### src/dcx_consts.svh
// constants for the tri-level one-wire pull-value link: timing, frame layout, register addresses
// assumes a 20 MHz clk on both ends; included by dcx_pkg users and both link ends
//
// Contract
// - device ignores frames until power-up sequence completes
// - two-frame mode: apply only after second frame
// - two-frame mode holds a 23-bit pull value
// - master sends low-word frame first, upper bits zero
// - master sends 16-bit high word as second frame
// - scale factor: max code over range times correction
// - code is rounded absolute ppm times scale
// - negative shifts sent as two's complement
// - 40-bit frames MSB first: header, address, data
// - one is high then middle, zero low then middle
// - single-frame mode: one high-word frame updates immediately
// - at least 2 us between frames
`ifndef DCX_CONSTS_SVH
`define DCX_CONSTS_SVH

`define DCX_CLK_MHZ 20
`define DCX_T_LOGIC_NS 500
`define DCX_T_MIDDLE_NS 500
`define DCX_T_GAP_NS 2000
`define DCX_LOGIC_CYC ((`DCX_T_LOGIC_NS * `DCX_CLK_MHZ + 999) / 1000)
`define DCX_MIDDLE_CYC ((`DCX_T_MIDDLE_NS * `DCX_CLK_MHZ + 999) / 1000)
`define DCX_GAP_CYC ((`DCX_T_GAP_NS * `DCX_CLK_MHZ + 999) / 1000)
`define DCX_PWRUP_CYC 64
`define DCX_MID_MAX_CYC 200

`define DCX_FRAME_BITS 40
`define DCX_HDR_HI 8'hFA
`define DCX_HDR_LO 4'hA
`define DCX_REG_HIGH 8'h06
`define DCX_REG_LOW 8'h07
`define DCX_LOW_BITS 7
`define DCX_PULL_BITS 23

`define DCX_APB_CTRL 12'h000
`define DCX_APB_PULL 12'h004
`define DCX_APB_STAT 12'h008
`define DCX_CTRL_MODE2 0
`define DCX_CTRL_ADDR_LSB 4
`define DCX_STAT_BUSY 0
`define DCX_STAT_ERR 1

`endif

### src/dcx_pkg.sv
// types shared by both ends of the pull-value link
// assumes dcx_consts.svh for all figures
package dcx_pkg;
	typedef enum logic [1:0] {
		DCX_RX_BOOT = 2'b00,
		DCX_RX_WAIT = 2'b01,
		DCX_RX_DRV = 2'b10,
		DCX_RX_MID = 2'b11
	} dcx_rx_state_t;
	typedef enum logic [1:0] {
		DCX_TX_IDLE = 2'b00,
		DCX_TX_DRV = 2'b01,
		DCX_TX_MID = 2'b10,
		DCX_TX_GAP = 2'b11
	} dcx_tx_state_t;
endpackage : dcx_pkg

### src/dcx_link_if.sv
// program_line carrier: master drives high or low with enable, released line sits at middle level
// assumes the bench joins master and device ends through this interface
`timescale 1ns/10ps
interface dcx_link_if;
	logic program_line_o;
	logic program_line_oe;
	modport master (output program_line_o, output program_line_oe);
	modport device (input program_line_o, input program_line_oe);
endinterface : dcx_link_if

### src/dcx_pull_rx.sv
// device end: decodes tri-level frames and presents the oscillator pull value
// assumes line inputs synchronous to clk; oscillator analog side is outside
`timescale 1ns/10ps
`include "dcx_consts.svh"
module dcx_pull_rx import dcx_pkg::*; #(
	parameter int PWRUP_CYC = `DCX_PWRUP_CYC
) (
	// clock and reset
	input wire logic clk,
	input wire logic rst_b,
	// link
	dcx_link_if.device link,
	// configuration straps
	input wire logic [3:0] dev_addr,
	input wire logic mode_two_frame,
	// oscillator side
	output logic rx_ready,
	output logic signed [`DCX_PULL_BITS-1:0] pull_frequency_value,
	output logic pull_two_frame,
	output logic pull_update,
	output logic frame_error
);
	localparam int W = `DCX_PULL_BITS;
	localparam int NF = `DCX_FRAME_BITS;
	// longest middle level accepted inside a frame; beyond it the master is taken to have given up
	localparam int MID_MAX = `DCX_MID_MAX_CYC;

	dcx_rx_state_t st_r, st_nxt;
	logic [15:0] pcnt_r, pcnt_nxt;
	logic [7:0] wcnt_r, wcnt_nxt;
	logic [5:0] bcnt_r, bcnt_nxt;
	logic [NF-1:0] sr_r, sr_nxt;
	logic bit_r, bit_nxt;
	logic [`DCX_LOW_BITS-1:0] low_r, low_nxt;
	logic low_vld_r, low_vld_nxt;
	logic signed [W-1:0] pull_r, pull_nxt;
	logic mode2_r, mode2_nxt;
	logic upd_r, upd_nxt;
	logic err_r, err_nxt;

	logic [NF-1:0] frame;
	logic hdr_ok;
	logic [7:0] reg_addr;
	logic [15:0] data;

	always_comb begin
		frame = {sr_r[NF-2:0], bit_r};
		// header 0xFA, device address, 0xA, then register address and data, msb first
		hdr_ok = (frame[39:32] == `DCX_HDR_HI) && (frame[31:28] == dev_addr) && (frame[27:24] == `DCX_HDR_LO);
		reg_addr = frame[23:16];
		data = frame[15:0];
	end

	always_comb begin
		st_nxt = st_r;
		pcnt_nxt = pcnt_r;
		wcnt_nxt = (wcnt_r == 8'hFF) ? wcnt_r : wcnt_r + 8'h01;
		bcnt_nxt = bcnt_r;
		sr_nxt = sr_r;
		bit_nxt = bit_r;
		low_nxt = low_r;
		low_vld_nxt = low_vld_r;
		pull_nxt = pull_r;
		mode2_nxt = mode2_r;
		upd_nxt = 1'b0;
		err_nxt = 1'b0;
		case (st_r)
			DCX_RX_BOOT: begin
				// line activity during power-up is not a frame; leave only after a full idle gap
				if (link.program_line_oe) begin
					// any drive restarts the idle count, so a frame already under way is skipped whole
					wcnt_nxt = 8'h00;
				end
				if (pcnt_r < PWRUP_CYC[15:0]) begin
					pcnt_nxt = pcnt_r + 16'h0001;
				end else if (!link.program_line_oe && wcnt_r >= 8'(`DCX_GAP_CYC)) begin
					st_nxt = DCX_RX_WAIT;
				end
			end
			DCX_RX_WAIT: begin
				// a frame may only start after a full gap, so a stray bit cannot shift the framing
				if (link.program_line_oe && wcnt_r >= 8'(`DCX_GAP_CYC)) begin
					st_nxt = DCX_RX_DRV;
					bit_nxt = link.program_line_o;
					wcnt_nxt = 8'h01;
				end else if (link.program_line_oe) begin
					wcnt_nxt = 8'h00;
				end
			end
			DCX_RX_DRV: begin
				if (link.program_line_oe && (link.program_line_o != bit_r)) begin
					// a switch between high and low with no middle level is no symbol; drop the partial frame
					err_nxt = 1'b1;
					bcnt_nxt = 6'd0;
					st_nxt = DCX_RX_WAIT;
					wcnt_nxt = 8'h00;
				end else if (!link.program_line_oe) begin
					st_nxt = DCX_RX_MID;
					wcnt_nxt = 8'h01;
					if (wcnt_r < 8'(`DCX_LOGIC_CYC)) begin
						// line-timing errors fall back to hunting for a gap, which regains the framing; bad frame contents do not
						err_nxt = 1'b1;
						bcnt_nxt = 6'd0;
						st_nxt = DCX_RX_WAIT;
					end else if (bcnt_r == 6'(NF - 1)) begin
						// symbol ends at the middle level: high=1, low=0
						bcnt_nxt = 6'd0;
						if (!hdr_ok) begin
							err_nxt = !(frame[39:32] == `DCX_HDR_HI && frame[27:24] == `DCX_HDR_LO);
						end else if (reg_addr == `DCX_REG_LOW && mode2_r) begin
							// low word: only seven bits meaningful, rest must be zero
							if (data[15:`DCX_LOW_BITS] != '0) begin
								err_nxt = 1'b1;
								low_vld_nxt = 1'b0;
							end else begin
								low_nxt = data[`DCX_LOW_BITS-1:0];
								low_vld_nxt = 1'b1;
							end
						end else if (reg_addr == `DCX_REG_HIGH && mode2_r) begin
							// second frame completes the 23-bit value and applies it
							if (low_vld_r) begin
								pull_nxt = {data, low_r};
								upd_nxt = 1'b1;
							end else begin
								err_nxt = 1'b1;
							end
							low_vld_nxt = 1'b0;
						end else if (reg_addr == `DCX_REG_HIGH) begin
							// single frame, sign-extended two's complement
							pull_nxt = W'(signed'(data));
							upd_nxt = 1'b1;
						end else begin
							err_nxt = 1'b1;
						end
					end else begin
						sr_nxt = frame;
						bcnt_nxt = bcnt_r + 6'd1;
					end
				end
			end
			DCX_RX_MID: begin
				if (link.program_line_oe) begin
					st_nxt = DCX_RX_DRV;
					bit_nxt = link.program_line_o;
					wcnt_nxt = 8'h01;
					if (wcnt_r < 8'(`DCX_MIDDLE_CYC)) begin
						err_nxt = 1'b1;
						bcnt_nxt = 6'd0;
						st_nxt = DCX_RX_WAIT;
						wcnt_nxt = 8'h00;
					end
				end else if (bcnt_r != 6'd0 && wcnt_r >= 8'(MID_MAX)) begin
					// a cut frame is dropped rather than spliced onto the start of the next one
					err_nxt = 1'b1;
					bcnt_nxt = 6'd0;
					st_nxt = DCX_RX_WAIT;
				end
			end
			default: begin
				st_nxt = DCX_RX_BOOT;
			end
		endcase
		// mode is latched only between frames, including inside a pair; a change discards any held low word
		if ((st_r == DCX_RX_WAIT || st_r == DCX_RX_MID) && bcnt_r == 6'd0 && mode2_r != mode_two_frame) begin
			mode2_nxt = mode_two_frame;
			low_vld_nxt = 1'b0;
		end
	end

	always_ff @(posedge clk or negedge rst_b) begin
		if (!rst_b) begin
			st_r <= DCX_RX_BOOT;
			pcnt_r <= 16'h0000;
			wcnt_r <= 8'h00;
			bcnt_r <= 6'd0;
			sr_r <= '0;
			bit_r <= 1'b0;
			low_r <= '0;
			low_vld_r <= 1'b0;
			pull_r <= '0;
			mode2_r <= 1'b0;
			upd_r <= 1'b0;
			err_r <= 1'b0;
		end else begin
			st_r <= st_nxt;
			pcnt_r <= pcnt_nxt;
			wcnt_r <= wcnt_nxt;
			bcnt_r <= bcnt_nxt;
			sr_r <= sr_nxt;
			bit_r <= bit_nxt;
			low_r <= low_nxt;
			low_vld_r <= low_vld_nxt;
			pull_r <= pull_nxt;
			mode2_r <= mode2_nxt;
			upd_r <= upd_nxt;
			err_r <= err_nxt;
		end
	end

	always_comb begin
		rx_ready = (st_r != DCX_RX_BOOT);
		pull_frequency_value = pull_r;
		pull_two_frame = mode2_r;
		pull_update = upd_r;
		frame_error = err_r;
	end
endmodule : dcx_pull_rx

### src/flat_wrapper.sv
// flat-port wrapper written by rule: the top's interface ports become plain ports
module dcx_pull_rx_flat import dcx_pkg::*;
#(
	parameter int PWRUP_CYC = `DCX_PWRUP_CYC
)
  (clk, rst_b, dev_addr, mode_two_frame, rx_ready, pull_frequency_value, pull_two_frame, pull_update, frame_error, link_program_line_o, link_program_line_oe);
  dcx_link_if link_i ();
  input wire logic clk;
  input wire logic rst_b;
  input wire logic [3:0] dev_addr;
  input wire logic mode_two_frame;
  output logic rx_ready;
  output logic signed [`DCX_PULL_BITS-1:0] pull_frequency_value;
  output logic pull_two_frame;
  output logic pull_update;
  output logic frame_error;
  input wire logic [$bits(link_i.program_line_o)-1:0] link_program_line_o;
  input wire logic [$bits(link_i.program_line_oe)-1:0] link_program_line_oe;
  assign link_i.program_line_o = link_program_line_o;
  assign link_i.program_line_oe = link_program_line_oe;
  dcx_pull_rx #(.PWRUP_CYC(PWRUP_CYC)) u_core (.clk(clk), .rst_b(rst_b), .link(link_i), .dev_addr(dev_addr), .mode_two_frame(mode_two_frame), .rx_ready(rx_ready), .pull_frequency_value(pull_frequency_value), .pull_two_frame(pull_two_frame), .pull_update(pull_update), .frame_error(frame_error));
endmodule
### config.mk
export PLATFORM = sky130hd
export DESIGN_NAME = dcx_pull_rx_flat
export DESIGN_NICKNAME = d
export VERILOG_FILES = /design/src/dcx_pkg.sv /design/src/dcx_link_if.sv /design/src/dcx_pull_rx.sv /design/src/flat_wrapper.sv
export VERILOG_INCLUDE_DIRS = /design/src
export SDC_FILE = /design/constraint.sdc
export NUM_CORES = 1
export LEC_CHECK = 0
export ABC_AREA = 0
export BUFFER_PORTS_ARGS = -buffer_cell sky130_fd_sc_hd__buf_2
export CAP_MARGIN = 40
export CORE_MARGIN = 10
export CORE_UTILIZATION = 55
export DETAILED_ROUTE_END_ITERATION = 10
export HOLD_SLACK_MARGIN = 0.02
export PLACE_DENSITY = 0.81
export SLEW_MARGIN = 10
export SYNTH_ARGS = -nofsm -noshare
export SYNTH_HDL_FRONTEND = slang
export SYNTH_SLANG_ARGS = --single-unit
### constraint.sdc
create_clock -name clk -period 2.6 [get_ports clk]
set_input_delay 0.52 -clock clk [delete_from_list [all_inputs] [get_ports clk]]
set_output_delay 0.52 -clock clk [all_outputs]
set_load 0.02 [all_outputs]
Word-level counts from Yosys, hierarchy flattened
Index checks and enable logic that the tools add are counted.

Output and inout port bits: 27. Register bits after elaboration: 106. Logic and storage cells: 148.

Bitwise logic cells: 6. Mux-type cells: 66. $lt $le $gt $ge: 4. Reduce and logical (&&, ||, !) cells: 34. Equal/unequal tests: 23. Add/subtract/negate cells: 3.

Operators by type and width (number): two-way mux 23 bit (3); two-way mux 8 bit (6); two-way mux 6 bit (7); two-way mux 1 bit (36); one-hot mux 8 bit (4 select lines) (1); two-way mux 2 bit (9); adder 16 x 1 -> 16 bit, second input constant (1); equality test 8 x 3 -> 1 bit, second input constant (2); equality test 8 bit, second input constant (2); less-than comparator 16 x 7 -> 1 bit, second input constant (1); nonzero test 2 bit (7); one-hot mux 6 bit (2 select lines) (1); logical AND 1 bit (11); AND reduction 5 bit (2); != test 3 x 2 -> 1 bit, second input constant (3); AND reduction 9 bit (1); nonzero test 9 bit (1); adder 8 x 1 -> 8 bit, second input constant (1); greater-or-equal comparator 8 x 6 -> 1 bit, second input constant (1); greater-or-equal comparator 8 bit, second input constant (1); less-than comparator 8 x 4 -> 1 bit, second input constant (1); != test 2 x 1 -> 1 bit, second input constant (4); != test 2 bit, second input constant (4); one-hot mux 2 bit (4 select lines) (1); other kinds (20) (29).

Longest topological paths before layout
Gate-level depths: netlist of run 1.

Depth after elaboration: 11. Gate-level depth with buffers: 8. Depth with buffers taken out: 6.

Worst setup path after synthesis of run 1
OpenSTA, ideal clock, no wires.

Kind: reg2reg. Start point: register u_core.sr_r[18]. End point: register u_core.pull_r[12] (netlist: u_core.pull_frequency_value[12]). Required time: 2475 ps. Setup slack: 427 ps. Data arrival time: 2048 ps. Cell stages (with the launch flop): 6. Period minus slack after synthesis: 2173 ps. Setup time: 125 ps. Cell sequence: dfrtp_1 -> or4b_4 -> nor3_4 -> buf_2 -> mux2_2 -> mux2_4.

Longest elaborated chain between the ends: 4. Elaborated cells between the ends (all ways): 9. Those cells by class: 3 x eq/ne; 1 x mux; 1 x bitwise; 4 x reduce/logical.

RTL lines: start, declared (RTL line dcx_pull_rx.sv:32) `logic [NF-1:0] sr_r, sr_nxt;`; start signal, assigned (RTL line dcx_pull_rx.sv:189) `sr_r <= sr_nxt;`; equality test 8 x 3 -> 1 bit (no source line); logical AND 1 bit (on tied branches) (RTL line dcx_pull_rx.sv:119, dcx_pull_rx.sv:110); != test 2 x 1 -> 1 bit (no source line), or another cell as far along; AND reduction 9 bit (no source line); end signal, assigned (RTL line dcx_pull_rx.sv:193) `pull_r <= pull_nxt;`; end, declared (RTL line dcx_pull_rx.sv:36) `logic signed [W-1:0] pull_r, pull_nxt;`.

Several ways; a longest one is shown, not always the timed one. A chain may end at the register's enable or synchronous reset.

Worst setup path after layout of run 1
Start point: register u_core.wcnt_r[6]. End point: register u_core.pull_r[22] (netlist: u_core.pull_frequency_value[22]).

Longest elaborated chain between the ends: 3.

RTL lines: start, declared (RTL line dcx_pull_rx.sv:30) `logic [7:0] wcnt_r, wcnt_nxt;`; start signal, assigned (RTL line dcx_pull_rx.sv:187) `wcnt_r <= wcnt_nxt;`; less-than comparator 8 x 4 -> 1 bit (RTL line dcx_pull_rx.sv:100) `` if (wcnt_r < 8'(`DCX_LOGIC_CYC)) begin ``; inverter 1 bit (no source line); AND reduction 9 bit (no source line).

Every way passes these cells.

==> results of run 1 <==
-- worst paths after layout --
check / end / cells after the start / slack, ps
setup / recovery: u_core.pull_frequency_value[22] / 6 / 330
hold / removal: u_core.pcnt_r[6] / 1 / 120
setup reg to reg: u_core.pull_frequency_value[22] / 6 / 330
hold reg to reg: u_core.pcnt_r[11] / 0 / 390
max in group asynchronous: u_core.sr_r[7] / 2 / 1890
min in group clk: u_core.pcnt_r[11] / 0 / 390
-- worst max-delay path, cell delays in order, from the launching register on --
cell and delay [ps]:
sky130_fd_sc_hd__dfrtp_1 460, sky130_fd_sc_hd__or4_4 610, sky130_fd_sc_hd__o211ai_2 320, sky130_fd_sc_hd__nor4_4 90, sky130_fd_sc_hd__nand4_4 110, sky130_fd_sc_hd__buf_12 200
sky130_fd_sc_hd__mux2_2 360
-- layer usage --
layer / part of all wire [%] / track usage, % / up-vias
met4: 1.5 / 6.02 / 0
met2: 49 / 23.9 / 70
li1: - / - / 1630
met1: 46 / 20.5 / 1677
met3: 4.1 / 2.55 / 16
met5: 0 / 0 / -
-- power groups by stage --
stage,clock network (mW),registers [mW],logic (mW)
2_1_floorplan,0,1.82,0.177
3_3_place_gp,0,1.82,0.253
3_5_place_dp,0,1.83,0.268
4_1_cts,1.15,1.80,0.270
5_1_grt,1.22,1.81,0.292
6_report,1.13,1.79,0.264
-- registers in the layout, summed over array words and instances, names as in the netlist, 2 cells and up --
signal and cells:
u_core.pcnt_r 16, u_core.wcnt_r 8, u_core.low_r 7, u_core.sr_r 39, u_core.st_r 2, u_core.bcnt_r 6, u_core.pull_frequency_value 23
-- kinds of logic after synthesis --
kind of cell             synth area share [%]
AO/OA/AOI/OAI                            6.42
multiplexers                             12.6
flip-flops                               53.4
XOR/XNOR                                 2.64
AND/OR/NAND/NOR                          20.1
buffers and inverters                    3.85
adder cells (fa/ha/maj)                  1.01
-- layout make-up --
cell class,count,area [um2]
fill,655,3300
sequential,106,2650
timing repair buffer,43,275
clock inverter,6,96.3
clock buffer,10,128
tap,108,135
multi-input combinational,320,2130
inverter,12,45.0
-- synth_stat cells, types with 3 or more instances --
library cell               number
sky130_fd_sc_hd__a21oi_1       14
sky130_fd_sc_hd__nand4_1        6
sky130_fd_sc_hd__o21a_1         4
sky130_fd_sc_hd__nor4_1         6
sky130_fd_sc_hd__clkbuf_1      16
sky130_fd_sc_hd__dfrtp_1      106
sky130_fd_sc_hd__buf_6          3
sky130_fd_sc_hd__o21ai_0        9
sky130_fd_sc_hd__nand2_1      132
sky130_fd_sc_hd__and3_1         6
sky130_fd_sc_hd__nand3_1        7
sky130_fd_sc_hd__mux2_4        14
sky130_fd_sc_hd__buf_2          9
sky130_fd_sc_hd__mux2i_1        9
sky130_fd_sc_hd__mux2_2        29
sky130_fd_sc_hd__xor2_1         3
sky130_fd_sc_hd__inv_1         12
sky130_fd_sc_hd__a22o_1         4
sky130_fd_sc_hd__nor2_1        12
sky130_fd_sc_hd__xnor2_1       12
sky130_fd_sc_hd__nor3_1         5
sky130_fd_sc_hd__nor2b_1        3
sky130_fd_sc_hd__ha_1           4
==> run_results.csv, run 1 <==
group,metric,value,unit
outcome,status,"complete, no violations",
clocking,cts_tree,"done",
clocking,cts_root_buf,"sky130_fd_sc_hd__clkbuf_8",
clocking,clock_tree.htree_level_count,3,
placed_design,post-place-cells,589,
routing,routed_wirelength,9710,um
clocking,cts.repair_timing.setup_buffer_count,0,
die,floorplan.initialDensity,56.7,%
synth,synth_largest_area_cell,"sky130_fd_sc_hd__dfrtp_1",
placed_design,detailed_place.area,5240,um2
sta,final.min_clock_period,2270,ps
synth,synth-async-reset-ratio,100,%
clocking,holdBufCountCts,0,
grt,antenna_found_initial,0,
power,final_total_pwr,3.19,mW
sta,finalMaxSlewViolations,0,
sta,clock-skew-final,13.9,ps
cells_and_area,most_common_cell_after_layout_fill_and_taps_aside,"sky130_fd_sc_hd__nand2_1",
power,p_seq_share,56.2,%
die,ios,36,
synth,edff_count_synth,0,
power,comb_power_share,8.3,%
clocking,cts_inserted_buffers,9,
placed_design,dp_slack,349,ps
die,fp.dieH,115,um
placed_design,gp_congestion,0.808,
power,internal_power_summed_over_all_cells,2.40,mW
synth,post_synth_num_cell_types,56,
sta,setup_slack,334,ps
worst_setup_path,critical_path_peak_fanout,23,
power,power-per-cell-area,585,nW/um2
clocking,cts_resized,0,
worst_setup_path,worstPathArrival,2530,ps
flow_run,max_cap_viol_count,0,
clocking,clk_pin_slew,100,ps
synth,synth.yosys.seq_area_share,53.4,%
sta,max_clock_freq,441,MHz
cells_and_area,finish.instance_area,5460,um2
grt,grt.total_usage,15.2,%
cells_and_area,fin_util,62.3,%
synth,synth.cell_area,4970,um2
power,p_leak,2.85,nW
synth,synth_top_cell_area_share,53.4,%
cells_and_area,drive_above_1_share,23.5,%
power,clockPowerShare,35.5,%
routing,remaining_drc_errors,0,
synth,yosys_warnings,0,
routing,drtIter0Drc,197,
sta,period_share,87.1,%
synth,average_cell_area_after_synthesis,10.6,um2
clocking,cts-root-to-sink-buffers,2,
power,p_sw,0.793,mW
sta,timing.final.setup_violations,0,
worst_setup_path,worstPathRequired,2870,ps
routing,viasPerCell,5.61,
grt,maximum_number_of_pins_on_one_net_before_global_route_repair,42,
grt,grt_first_pass_wirelength,16700,um
sta,fin_tns_setup,0,ps
synth,ys_ff_latch,106,
worst_setup_path,crit_path_end_kind,"register",
cells_and_area,most-common-layout-cells,"132 x sky130_fd_sc_hd__nand2_1, 106 x sky130_fd_sc_hd__dfrtp_1, 34 x sky130_fd_sc_hd__buf_2",
cells_and_area,synthToLayoutAreaGrowth,9.87,%
synth,most_used_flip_flop_cell_after_synthesis,"sky130_fd_sc_hd__dfrtp_1",
sta,worst_pin_slew,565,ps
cells_and_area,stdcell_count,605,
clocking,latest_clock_arrival_within_the_worst_skew_pair,380,ps
routing,routed_length_per_instance,16.0,um
clocking,cts.sinks,106,
worst_hold_path,hp_class,"primary input to async pin",
worst_setup_path,startpoint,"u_core.wcnt_r[6]",
synth,synth_top_cells_by_area,"sky130_fd_sc_hd__dfrtp_1 53%, sky130_fd_sc_hd__nand2_1 10%, sky130_fd_sc_hd__mux2_2 6.6%",
cells_and_area,antenna_cells_inserted,0,
cells_and_area,nNetsFinal,505,
worst_setup_path,path_type_of_the_worst_setup_path,"register to register",
placed_design,hpwlAfterDp,6750,um
sta,max-slew-margin-rel,61.8,%
die,die_x,115,um
power,netSwitchingFraction,24.8,%
worst_setup_path,beginning_of_the_worst_register_to_register_path,"u_core.wcnt_r[6]",
sta,hold_slack,120,ps
die,dieArea,13200,um2
worst_setup_path,timing.critical_path.from_type,"register",
grt,gr-total-overflow,0,
die,placement_rows,34,
routing,detail-route-antenna-nets,0,
sta,rsz0062_at_grt,"false",
placed_design,io_buffer_count,35,
synth,syn_nets,480,
power,irDropWorstVdd,0.283,mV
grt,grt_pass1_vias,3408,
routing,vias,3393,
synth,synthCells,467,
sta,final_report_hold_violation_count,0,
die,core,8760,um2
routing,number_of_search_and_repair_iterations_in_the_first_detailed_routing_pass,4,
Note: power is estimated with default switching activity, not from simulation.
==> run 2: changes to the inputs <==
clock period = 2.59 ns   (was 2.6 ns; I/O delays follow)
==> run 2 against run 1 <==
  * Wire length grew 3.5%
  * Worst hold slack lost 45 ps
  * Final area shrank 0.44%
  * Clock skew grew 2.6 ps
  * Global-route usage grew 0.29 points
  * Die area is the same
  * Largest cell class unchanged
==> run_results.csv, run 2 (same netlist as run 1, synthesis figures left out) <==
group,metric,value,unit
die,ios,36,
cells_and_area,finish.instance_area,5440,um2
grt,grt_pass1_vias,3482,
worst_setup_path,timing.critical_path.from_type,"register",
sta,rsz0062_at_grt,"false",
sta,max_clock_freq,411,MHz
worst_setup_path,crit_path_end_kind,"register",
power,irDropWorstVdd,0.339,mV
power,power-per-cell-area,563,nW/um2
clocking,clock_tree.htree_level_count,3,
outcome,status,"complete, no violations",
clocking,holdBufCountCts,0,
clocking,cts.sinks,106,
cells_and_area,largest_register,"u_core.sr_r",
routing,viasPerCell,5.65,
sta,clock-skew-final,16.5,ps
worst_setup_path,worst_path_cell_chain,"ha_1, nand4_2, nor4_4, nand4_4, mux2_4",
grt,grt_first_pass_wirelength,16900,um
clocking,cts_resized,0,
sta,finalMaxSlewViolations,0,
worst_setup_path,beginning_of_the_worst_register_to_register_path,"u_core.bcnt_r[0]",
routing,remaining_drc_errors,0,
cells_and_area,drive_above_1_share,24.0,%
die,core,8760,um2
sta,timing.final.setup_violations,0,
cells_and_area,most-common-layout-cells,"132 x sky130_fd_sc_hd__nand2_1, 106 x sky130_fd_sc_hd__dfrtp_1, 34 x sky130_fd_sc_hd__buf_2",
placed_design,post-place-cells,590,
cells_and_area,synthToLayoutAreaGrowth,9.39,%
routing,number_of_search_and_repair_iterations_in_the_first_detailed_routing_pass,4,
worst_setup_path,cpMaxStageDelayCell,"sky130_fd_sc_hd__nor4_4",
worst_setup_path,cp_top_delay_family,"simple AND/OR/NAND/NOR gates",
worst_setup_path,critical_path.max_stage_delay,580,ps
placed_design,hpwlAfterDp,6980,um
flow_run,max_cap_viol_count,0,
grt,grt.total_usage,15.5,%
placed_design,dp_slack,-32.5,ps
routing,detail-route-antenna-nets,0,
placed_design,io_buffer_count,35,
die,floorplan.initialDensity,56.7,%
routing,drtIter0Drc,228,
routing,vias,3432,
cells_and_area,fill_cells,687,
sta,final_report_hold_violation_count,0,
clocking,cts.repair_timing.setup_buffer_count,0,
sta,max-slew-margin-rel,45.1,%
clocking,clk_pin_slew,110,ps
power,p_seq_share,59.0,%
worst_setup_path,critical_path_peak_fanout,12,
grt,antenna_found_initial,0,
worst_setup_path,worstPathRequired,2840,ps
routing,routed_wirelength,10100,um
clocking,latest_clock_arrival_within_the_worst_skew_pair,370,ps
power,comb_power_share,8.8,%
power,internal_power_summed_over_all_cells,2.23,mW
die,placement_rows,34,
cells_and_area,multi_input_area,2150,um2
routing,routed_length_per_instance,16.6,um
clocking,cts_root_buf,"sky130_fd_sc_hd__clkbuf_8",
sta,fin_tns_setup,0,ps
sta,final.min_clock_period,2430,ps
sta,worst_pin_slew,822,ps
clocking,cts-root-to-sink-buffers,2,
power,clockPowerShare,32.2,%
worst_setup_path,worstPathArrival,2680,ps
worst_setup_path,timing.critical_path.buf_inv,0,
grt,gr-total-overflow,0,
clocking,cts_tree,"done",
power,p_sw,0.833,mW
cells_and_area,fin_util,62.0,%
cells_and_area,antenna_cells_inserted,0,
power,p_leak,2.84,nW
worst_setup_path,reg2reg_to,"u_core.pull_frequency_value[2]",
placed_design,gp_congestion,0.812,
cells_and_area,sequential_cell_area,2650,um2
worst_setup_path,path_type_of_the_worst_setup_path,"register to register",
die,dieArea,13200,um2
die,fp.dieH,115,um
cells_and_area,stdcell_count,607,
clocking,cts_inserted_buffers,9,
cells_and_area,most_common_cell_after_layout_fill_and_taps_aside,"sky130_fd_sc_hd__nand2_1",
power,netSwitchingFraction,27.2,%
power,final_total_pwr,3.06,mW
cells_and_area,nNetsFinal,507,
placed_design,detailed_place.area,5220,um2
worst_setup_path,r2r_cells,5,
worst_setup_path,timing.reg2reg.setup_slack,160,ps
sta,setup_slack,159,ps
die,die_x,115,um
cells_and_area,largest_register_ffs,39,
grt,maximum_number_of_pins_on_one_net_before_global_route_repair,50,
worst_hold_path,hp_class,"primary input to async pin",
sta,period_share,93.9,%
sta,hold_slack,74.4,ps
[run 2: how the worst max path moves through the flow]
stage,startpoint,slack [ps],to,cells after the start
detailed placement,dev_addr[2],-30,u_core.pull_frequency_value[4],6
finish,u_core.bcnt_r[0],160,u_core.pull_frequency_value[2],5
floorplan,u_core.sr_r[18],420,u_core.pull_frequency_value[12],5
global route,u_core.bcnt_r[0],80,u_core.pull_frequency_value[2],5
CTS,u_core.bcnt_r[0],80,u_core.pull_frequency_value[2],5
global placement,dev_addr[2],70,u_core.pull_frequency_value[5],6
[run 2: metal layers]
metal	wire length, um	vias up	global-route usage, %
met5	0	-	0
met4	133	0	5.53
met3	323	11	2.92
met2	5180	64	25.4
met1	4410	1717	20.0
li1	-	1640	-
[run 2: area by class of cell]
cell class                 count  share of cell area (%)
clock inverter                 6                    1.15
multi-input combinational    321                    39.6
timing repair buffer          44                    4.74
tap                          108                    2.49
sequential                   106                    48.8
clock buffer                  10                    2.35
inverter                      12                   0.829
[run 2: power groups by stage]
stage                     Clock, mW  Combinational, mW  Sequential, mW
after floorplan                   0              0.177            1.82
after global placement            0              0.254            1.83
after detailed placement          0              0.264            1.84
after CTS                      1.00              0.267            1.81
after global routing           1.07              0.301            1.82
final                         0.985              0.268            1.81
[run 2: worst register-to-register path, cell delays in order, from the launching register on]
cell and delay (ps):
sky130_fd_sc_hd__dfrtp_1 440, sky130_fd_sc_hd__ha_1 250, sky130_fd_sc_hd__nand4_2 230, sky130_fd_sc_hd__nor4_4 580, sky130_fd_sc_hd__nand4_4 390, sky130_fd_sc_hd__mux2_4 440
